--- config.mk ---
export PLATFORM = sky130hd
export DESIGN_NAME = ptads_seq
export DESIGN_NICKNAME = d
export VERILOG_FILES = /design/src/ptads_pkg.sv /design/src/ptads_fifo_if.sv /design/src/ptads_fifo.sv /design/src/ptads_seq.sv
export SDC_FILE = /design/constraint.sdc
export NUM_CORES = 1
export LEC_CHECK = 0
export ABC_AREA = 0
export CAP_MARGIN = 5
export CORE_MARGIN = 4
export CORE_UTILIZATION = 40
export DETAILED_ROUTE_END_ITERATION = 12
export DONT_BUFFER_PORTS = 1
export PLACE_DENSITY = 0.52
export SLEW_MARGIN = 20
export SYNTH_ARGS = -nofsm -noshare
export SYNTH_HDL_FRONTEND = slang
export SYNTH_SLANG_ARGS = --single-unit
--- constraint.sdc ---
create_clock -name CORE_CLK -period 5.1 [get_ports CORE_CLK]
set_input_delay 1.275 -clock CORE_CLK [delete_from_list [all_inputs] [get_ports CORE_CLK]]
set_output_delay 1.275 -clock CORE_CLK [all_outputs]
set_load 0.005 [all_outputs]
--- src/ptads_pkg.sv ---
package ptads_pkg;
    localparam int CLK_MHZ = 20;
    localparam real T_SAMPLE_US = 1.5;
    localparam real T_FIRST_BIT_US = 6.0;
    localparam real T_BIT_US = 2.0;
    localparam real T_HOLD_US = 23.0;
    localparam real T_DONE_US = 24.5;
    localparam real T_DAC_US = 3.0;
    localparam real T_DAC_MAX_US = 6.0;
    localparam int SAMPLE_CYC = int'(T_SAMPLE_US * CLK_MHZ);
    localparam int FIRST_BIT_CYC = int'(T_FIRST_BIT_US * CLK_MHZ);
    localparam int BIT_CYC = int'(T_BIT_US * CLK_MHZ);
    localparam int HOLD_CYC = int'(T_HOLD_US * CLK_MHZ);
    localparam int DONE_CYC = int'(T_DONE_US * CLK_MHZ);
    localparam int DAC_CYC = int'(T_DAC_US * CLK_MHZ);
    localparam int DAC_MAX_CYC = int'(T_DAC_MAX_US * CLK_MHZ);
    localparam int NBITS = 9;
    localparam int SKIP_POS = 2;
    localparam int FIFO_DEPTH = 8;
    localparam logic [8:0] WORD_RST = 9'h000;
    typedef enum logic [2:0] {
        ST_IDLE = 3'b000,
        ST_ADC = 3'b001,
        ST_DAC_WAIT = 3'b010,
        ST_DAC_SETTLE = 3'b011
    } ptads_state_e;
endpackage : ptads_pkg

--- src/ptads_fifo_if.sv ---
`timescale 1ns/1ps
interface ptads_fifo_if #(parameter int WIDTH = 9);
    logic in_valid;
    logic in_ready;
    logic [WIDTH-1:0] in_data;
    logic out_valid;
    logic out_ready;
    logic [WIDTH-1:0] out_data;
    modport fifo (input in_valid, output in_ready, input in_data,
                  output out_valid, input out_ready, output out_data);
    modport user (output in_valid, input in_ready, output in_data,
                  input out_valid, output out_ready, input out_data);
endinterface : ptads_fifo_if

--- src/ptads_fifo.sv ---
`timescale 1ns/1ps
module ptads_fifo #(
    parameter int WIDTH = 9,
    parameter int DEPTH = 8
) (
    input wire logic clk,
    input wire logic rst_n,
    ptads_fifo_if.fifo f
);
    localparam int AW = $clog2(DEPTH);
    logic [WIDTH-1:0] mem_ff [DEPTH];
    logic [AW-1:0] wr_ff, nxt_wr, rd_ff, nxt_rd;
    logic [AW:0] cnt_ff, nxt_cnt;
    logic push, pop;

    assign f.in_ready = (cnt_ff != (AW+1)'(DEPTH));
    assign f.out_valid = (cnt_ff != '0);
    assign f.out_data = mem_ff[rd_ff];
    assign push = f.in_valid && f.in_ready;
    assign pop = f.out_valid && f.out_ready;

    always_comb begin
        nxt_wr = wr_ff;
        nxt_rd = rd_ff;
        nxt_cnt = cnt_ff;
        if (push) begin
            nxt_wr = (wr_ff == AW'(DEPTH-1)) ? '0 : wr_ff + 1'b1;
        end
        if (pop) begin
            nxt_rd = (rd_ff == AW'(DEPTH-1)) ? '0 : rd_ff + 1'b1;
        end
        if (push && !pop) begin
            nxt_cnt = cnt_ff + 1'b1;
        end else if (pop && !push) begin
            nxt_cnt = cnt_ff - 1'b1;
        end
    end

    always_ff @(posedge clk) begin
        if (!rst_n) begin
            wr_ff <= '0;
            rd_ff <= '0;
            cnt_ff <= '0;
        end else begin
            wr_ff <= nxt_wr;
            rd_ff <= nxt_rd;
            cnt_ff <= nxt_cnt;
        end
    end

    // storage has no reset; empty flag hides stale words
    always_ff @(posedge clk) begin
        if (push) begin
            mem_ff[wr_ff] <= f.in_data;
        end
    end
endmodule : ptads_fifo

--- src/ptads_seq.sv ---
`timescale 1ns/1ps
module ptads_seq #(
    parameter int NB = ptads_pkg::NBITS,
    parameter int DEPTH = ptads_pkg::FIFO_DEPTH
) (
    input wire logic CORE_CLK,
    input wire logic RST_N,
    input wire logic MODE_DAC,
    input wire logic START_CMD,
    input wire logic COMPARE_HIGH,
    input wire logic DAC_CLEAR,
    input wire logic [NB-1:0] DAC_WORD,
    input wire logic REC_READY,
    output logic SAMPLE_EN,
    output logic [NB-1:0] TRIAL_WORD,
    output logic [NB-1:0] RESULT_WORD,
    output logic CONV_DONE,
    output logic [NB-1:0] REC_WORD,
    output logic REC_VALID,
    output logic [NB-1:0] DAC_OUT,
    output logic ANALOG_VALID,
    output logic BUSY,
    output logic OVERRUN
);
    localparam int CW = 10;
    ptads_pkg::ptads_state_e st_ff, nxt_st;
    logic [CW-1:0] cnt_ff, nxt_cnt;
    logic [NB-1:0] trial_ff, nxt_trial;
    logic [NB-1:0] res_ff, nxt_res;
    logic [NB-1:0] dac_ff, nxt_dac;
    logic [3:0] bit_ff, nxt_bit;
    logic samp_ff, nxt_samp;
    logic done_ff, nxt_done;
    logic aval_ff, nxt_aval;
    logic ovr_ff, nxt_ovr;
    logic push;

    ptads_fifo_if #(.WIDTH(NB)) fq ();

    ptads_fifo #(.WIDTH(NB), .DEPTH(DEPTH)) u_fifo (
        .clk(CORE_CLK),
        .rst_n(RST_N),
        .f(fq)
    );

    // word queued to recorder on complete pulse
    assign push = done_ff;
    assign fq.in_valid = push;
    assign fq.in_data = res_ff;
    assign fq.out_ready = REC_READY;

    always_comb begin
        nxt_st = st_ff;
        nxt_cnt = cnt_ff;
        nxt_trial = trial_ff;
        nxt_res = res_ff;
        nxt_dac = dac_ff;
        nxt_bit = bit_ff;
        nxt_samp = 1'b0;
        nxt_done = 1'b0;
        nxt_aval = aval_ff;
        nxt_ovr = ovr_ff;
        if (push && !fq.in_ready) begin
            nxt_ovr = 1'b1;
        end
        case (st_ff)
            ptads_pkg::ST_IDLE: begin
                // mode only sampled here, so mid-run changes wait
                if (!MODE_DAC && START_CMD) begin
                    nxt_st = ptads_pkg::ST_ADC;
                    nxt_cnt = '0;
                    nxt_res = ptads_pkg::WORD_RST;
                    nxt_trial = '0;
                    nxt_bit = '0;
                    nxt_samp = 1'b1;
                end else if (MODE_DAC && DAC_CLEAR) begin
                    nxt_st = ptads_pkg::ST_DAC_WAIT;
                    nxt_dac = '0;
                    nxt_aval = 1'b0;
                end
            end
            ptads_pkg::ST_ADC: begin
                nxt_cnt = cnt_ff + 1'b1;
                nxt_samp = (cnt_ff < CW'(ptads_pkg::SAMPLE_CYC - 1));
                // first trial sets the MSB here; all nine bits are then decided and kept
                if (cnt_ff == CW'(ptads_pkg::FIRST_BIT_CYC - 1)) begin
                    nxt_trial = NB'(1) << (NB - 1);
                end else if (cnt_ff >= CW'(ptads_pkg::FIRST_BIT_CYC) &&
                             bit_ff < 4'(NB) &&
                             (cnt_ff - CW'(ptads_pkg::FIRST_BIT_CYC)) %
                             CW'(ptads_pkg::BIT_CYC) ==
                             CW'(ptads_pkg::BIT_CYC - 1)) begin
                    nxt_trial = trial_ff;
                    if (!COMPARE_HIGH) begin
                        nxt_trial[NB-1-bit_ff] = 1'b0;
                    end
                    if (bit_ff < 4'(NB - 1)) begin
                        nxt_trial[NB-2-bit_ff] = 1'b1;
                    end
                    nxt_bit = bit_ff + 1'b1;
                    // ninth bit lands after the 23 us hold, so latch on it
                    if (bit_ff == 4'(NB - 1)) begin
                        nxt_res = nxt_trial;
                    end
                end
                if (cnt_ff == CW'(ptads_pkg::DONE_CYC - 1)) begin
                    nxt_done = 1'b1;
                    nxt_st = ptads_pkg::ST_IDLE;
                end
            end
            ptads_pkg::ST_DAC_WAIT: begin
                if (DAC_CLEAR) begin
                    nxt_dac = '0;
                end else begin
                    nxt_dac = DAC_WORD;
                    nxt_cnt = '0;
                    nxt_st = ptads_pkg::ST_DAC_SETTLE;
                end
            end
            ptads_pkg::ST_DAC_SETTLE: begin
                nxt_cnt = cnt_ff + 1'b1;
                if (cnt_ff == CW'(ptads_pkg::DAC_CYC - 1)) begin
                    nxt_aval = 1'b1;
                    nxt_st = ptads_pkg::ST_IDLE;
                end
            end
            default: begin
                nxt_st = ptads_pkg::ST_IDLE;
            end
        endcase
    end

    always_ff @(posedge CORE_CLK) begin
        if (!RST_N) begin
            st_ff <= ptads_pkg::ST_IDLE;
            cnt_ff <= '0;
            trial_ff <= '0;
            res_ff <= ptads_pkg::WORD_RST;
            dac_ff <= '0;
            bit_ff <= '0;
            samp_ff <= 1'b0;
            done_ff <= 1'b0;
            aval_ff <= 1'b0;
            ovr_ff <= 1'b0;
        end else begin
            st_ff <= nxt_st;
            cnt_ff <= nxt_cnt;
            trial_ff <= nxt_trial;
            res_ff <= nxt_res;
            dac_ff <= nxt_dac;
            bit_ff <= nxt_bit;
            samp_ff <= nxt_samp;
            done_ff <= nxt_done;
            aval_ff <= nxt_aval;
            ovr_ff <= nxt_ovr;
        end
    end

    assign SAMPLE_EN = samp_ff;
    assign TRIAL_WORD = trial_ff;
    assign RESULT_WORD = res_ff;
    assign CONV_DONE = done_ff;
    assign REC_WORD = fq.out_data;
    assign REC_VALID = fq.out_valid;
    assign DAC_OUT = dac_ff;
    assign ANALOG_VALID = aval_ff;
    assign BUSY = (st_ff != ptads_pkg::ST_IDLE);
    assign OVERRUN = ovr_ff;
endmodule : ptads_seq

==> reports/metrics.yaml <==
flow_run:
  drv_cap: 0
clocking:
  clk_latency_ps: 410
  clock_sinks: 132
  cts_root_buf: "clkbuf_16"
  cts_tree: "built"
  ctsResizeCount: 0
  holdBufCountCts: 0
  clockBufferDepth: 2
  numCtsBuffers: 17
  postCtsSetupRepairBufs: 0
  h-tree-depth: 4
  clk_transition_reported_paths_ps: 60
power:
  powerDensity_mw_per_mm2: 375
  irDropWorstVdd_mv: 0.259
  p_leak_nw: 2.53
timing:
  fin_crit_sh_pct: 75.1
  hold_viol: 0
  maxSlewHeadroom_pct: 32.5
  fin_crit_ps: 3830
  rsz0062_at_grt: "no"
  hold_ws_ps: 490
  setup_tns_ps: 0
  setup_viol: 0
  maxSlewViolCount: 0
  worstMarginPinSlew_ps: 1010
  skew_ps: 7.84
  fin_ws_ps: 1270
  fmax_mhz: 261
worst_hold_path:
  hold_path_end: "u_fifo.rd_ff[1]"
  hold_path.class: "reg2reg"
  hold_path_depth: 2
  hp-start: "u_fifo.rd_ff[1]"
run_status:
  outcome: "finished, final reports clean"
global_route:
  grt_overflow: 0
  grtUsageTotal_pct: 15.8
  antenna_found_initial: 0
  grt_pass1_wl_mm: 21.7
  grt_pass1_vias: 3963
  grt_max_degree: 23
synth:
  synthDominantCellAreaShare_pct: 34.7
  yosys-top-cells-area: "edfxtp_1 35%, dfxtp_1 19%, mux4_2 6.5%"
  synthCells: 523
  syn-cell-area_mm2: 0.00622
  async_reset_ff_share_pct: 0
  synth_ff_type: "edfxtp_1"
  ys_types: 69
  ys_ff_latch: 132
  synth_top_cell_by_area: "edfxtp_1"
  synth_warnings: 0
  yosysSeqAreaShare_pct: 54.0
  synth_nets: 559
  avgSynthCellArea_um2: 11.9
  synth_edf_count: 72
route:
  top_layer: "met4"
  drc: 0
  first_pass_iters: 4
  wl_per_cell_um: 18.7
  met1Wirelength_mm: 6.00
  drt-vias-per-instance: 5.68
  vias: 4103
  first_iter_violations: 274
  wl_met2_mm: 6.73
  wl_mm: 13.5
  detail-route-antenna-nets: 0
  routed-wl-met3_um: 600
critical_path:
  rr_startpoint: "cnt_ff[3]"
  worstPathArrival_ps: 4190
  r2r_end: "TRIAL_WORD[0]"
  required_ps: 5460
  r2r_slack_ps: 1270
  critPathKind: "reg2reg"
  ff2ff_path_depth: 11
  cpPeakStageDelay_ps: 500
  cp_max_fo: 10
  worstSetupStartpointType: "flip-flop"
  path_cells: "ha_1 > and3_1 > xnor2_1 > or3_1 > a21oi_1 > nor3_1 > o221ai_1 > a211oi_2 > nor4_4 > nor4_4 > a22o_1"
  cp_common_cell: "nor4_4"
  critPathCaptureType: "flip-flop"
  crit_slowest_cell: "a211oi_2"
floorplanning:
  die_area_mm2: 0.0176
  die_y_um: 133
  start_util_pct: 40.9
  die_x_um: 133
  ioPinCount: 58
  core_mm2: 0.0152
  rows: 45
placed_design:
  dp_hpwl_mm: 9.32
  portBuffers: 0
  placed_area_mm2: 0.00641
  place_congestion: 0.871
  pre_cts_slack_ps: 1320
layout:
  fin_nets: 557
  stdcell_area_mm2: 0.00705
  post-route-util_pct: 46.3
  area_growth_pct: 13.2
  drive_gt1_share_pct: 16.3
  n_antenna_cell: 0
cells in the mapped netlist (3+ instances only):
cell type / instances
dfxtp_1: 60
o21ai_0: 15
mux4_2: 18
nor2_1: 40
ha_1: 19
nor2b_1: 8
and3_1: 3
or3_1: 9
nand4_1: 4
mux2i_1: 3
buf_1: 4
a22o_1: 13
nand3_1: 14
o2bb2ai_1: 8
a22oi_1: 12
nor4_1: 4
xor2_1: 9
xnor2_1: 10
nor3b_1: 6
nand2b_1: 11
a31oi_1: 3
nand2_1: 37
edfxtp_1: 72
or2_2: 4
mux2_2: 9
clkbuf_1: 18
a21oi_1: 27
nor4_4: 3
o22ai_1: 3
nor3_1: 18
inv_1: 9
worst max path at each step:
stage,startpoint,to,slack [ps]
finish,cnt_ff[3],TRIAL_WORD[0],1270
global route,cnt_ff[4],TRIAL_WORD[0],930
CTS,cnt_ff[3],RESULT_WORD[3],1290
detailed placement,cnt_ff[3],TRIAL_WORD[3],1320
global placement,cnt_ff[3],bit_ff[2],1390
floorplan,flip-flop,REC_WORD[0],1680
cells in the final DEF, fill, tap and decap left out, types with 11 or more instances in the layout:
master     Yosys  routed
nand2b_1      11      11
dfxtp_1       60      60
o21ai_0       15      15
nor2_1        40      40
nand3_1       14      14
a22o_1        13      13
nand2_1       37      37
nor3_1        18      14
clkbuf_16      0      18
a22oi_1       12      12
ha_1          19      19
a21oi_1       27      27
edfxtp_1      72      72
mux4_2        18      18
state kept, by name, summed over array words and instances (netlist names), named ones only:
| name | cells |
|---|---|
| RESULT_WORD | 9 |
| SAMPLE_EN | 1 |
| st_ff | 2 |
| TRIAL_WORD | 9 |
| ANALOG_VALID | 1 |
| DAC_OUT | 9 |
| bit_ff | 4 |
| CONV_DONE | 1 |
| OVERRUN | 1 |
| u_fifo.wr_ff | 3 |
| cnt_ff | 10 |
| u_fifo.rd_ff | 3 |
| u_fifo.cnt_ff | 4 |
| u_fifo.mem_ff | 72 |
power breakdown:
| part | switching, mW | internal (mW) |
|---|---|---|
| registers | 0.0370 | 1.13 |
| logic | 0.111 | 0.0945 |
| clock network | 0.430 | 0.833 |
| total | 0.578 | 2.06 |
per-layer routing:
metal	track usage [%]	up-vias
met4	5.02	0
met5	0	-
met2	26.4	86
met1	19.3	2002
met3	5.29	19
li1	-	1996
through the flow:
step	power, mW	std cells
final	2.64	722
after global routing	2.75	722
after CTS	2.67	722
after detailed placement	1.40	690
after global placement	1.40	690
after floorplan	1.36	523
cell families after synthesis:
logic type	share of synthesized area, %
buffers and inverters	2.19
AOI/OAI and AO/OA	12.4
xor gates and xnor gates	2.67
and+or+nand+nor	15.9
adders and majority gates	4.14
DFF	54.0
muxes	8.62
worst max-delay path, delay by kind of cell (launching register included):
kind | cells | cell delay, ps
AOI/OAI and AO/OA | 4 | 1030
DFF | 1 | 420
and+or+nand+nor | 5 | 1490
adders and majority gates | 1 | 340
xor gates and xnor gates | 1 | 490
area by class of cell:
type,count,area (µm²)
repair buffers,3,22.5
clock buffers,26,544
inverters,10,37.5
well taps,188,235
clock inverters,6,87.6
fillers,1367,8160
multi-input cells,357,2760
flip-flops and latches,132,3360
(Power assumes the default switching activity.)
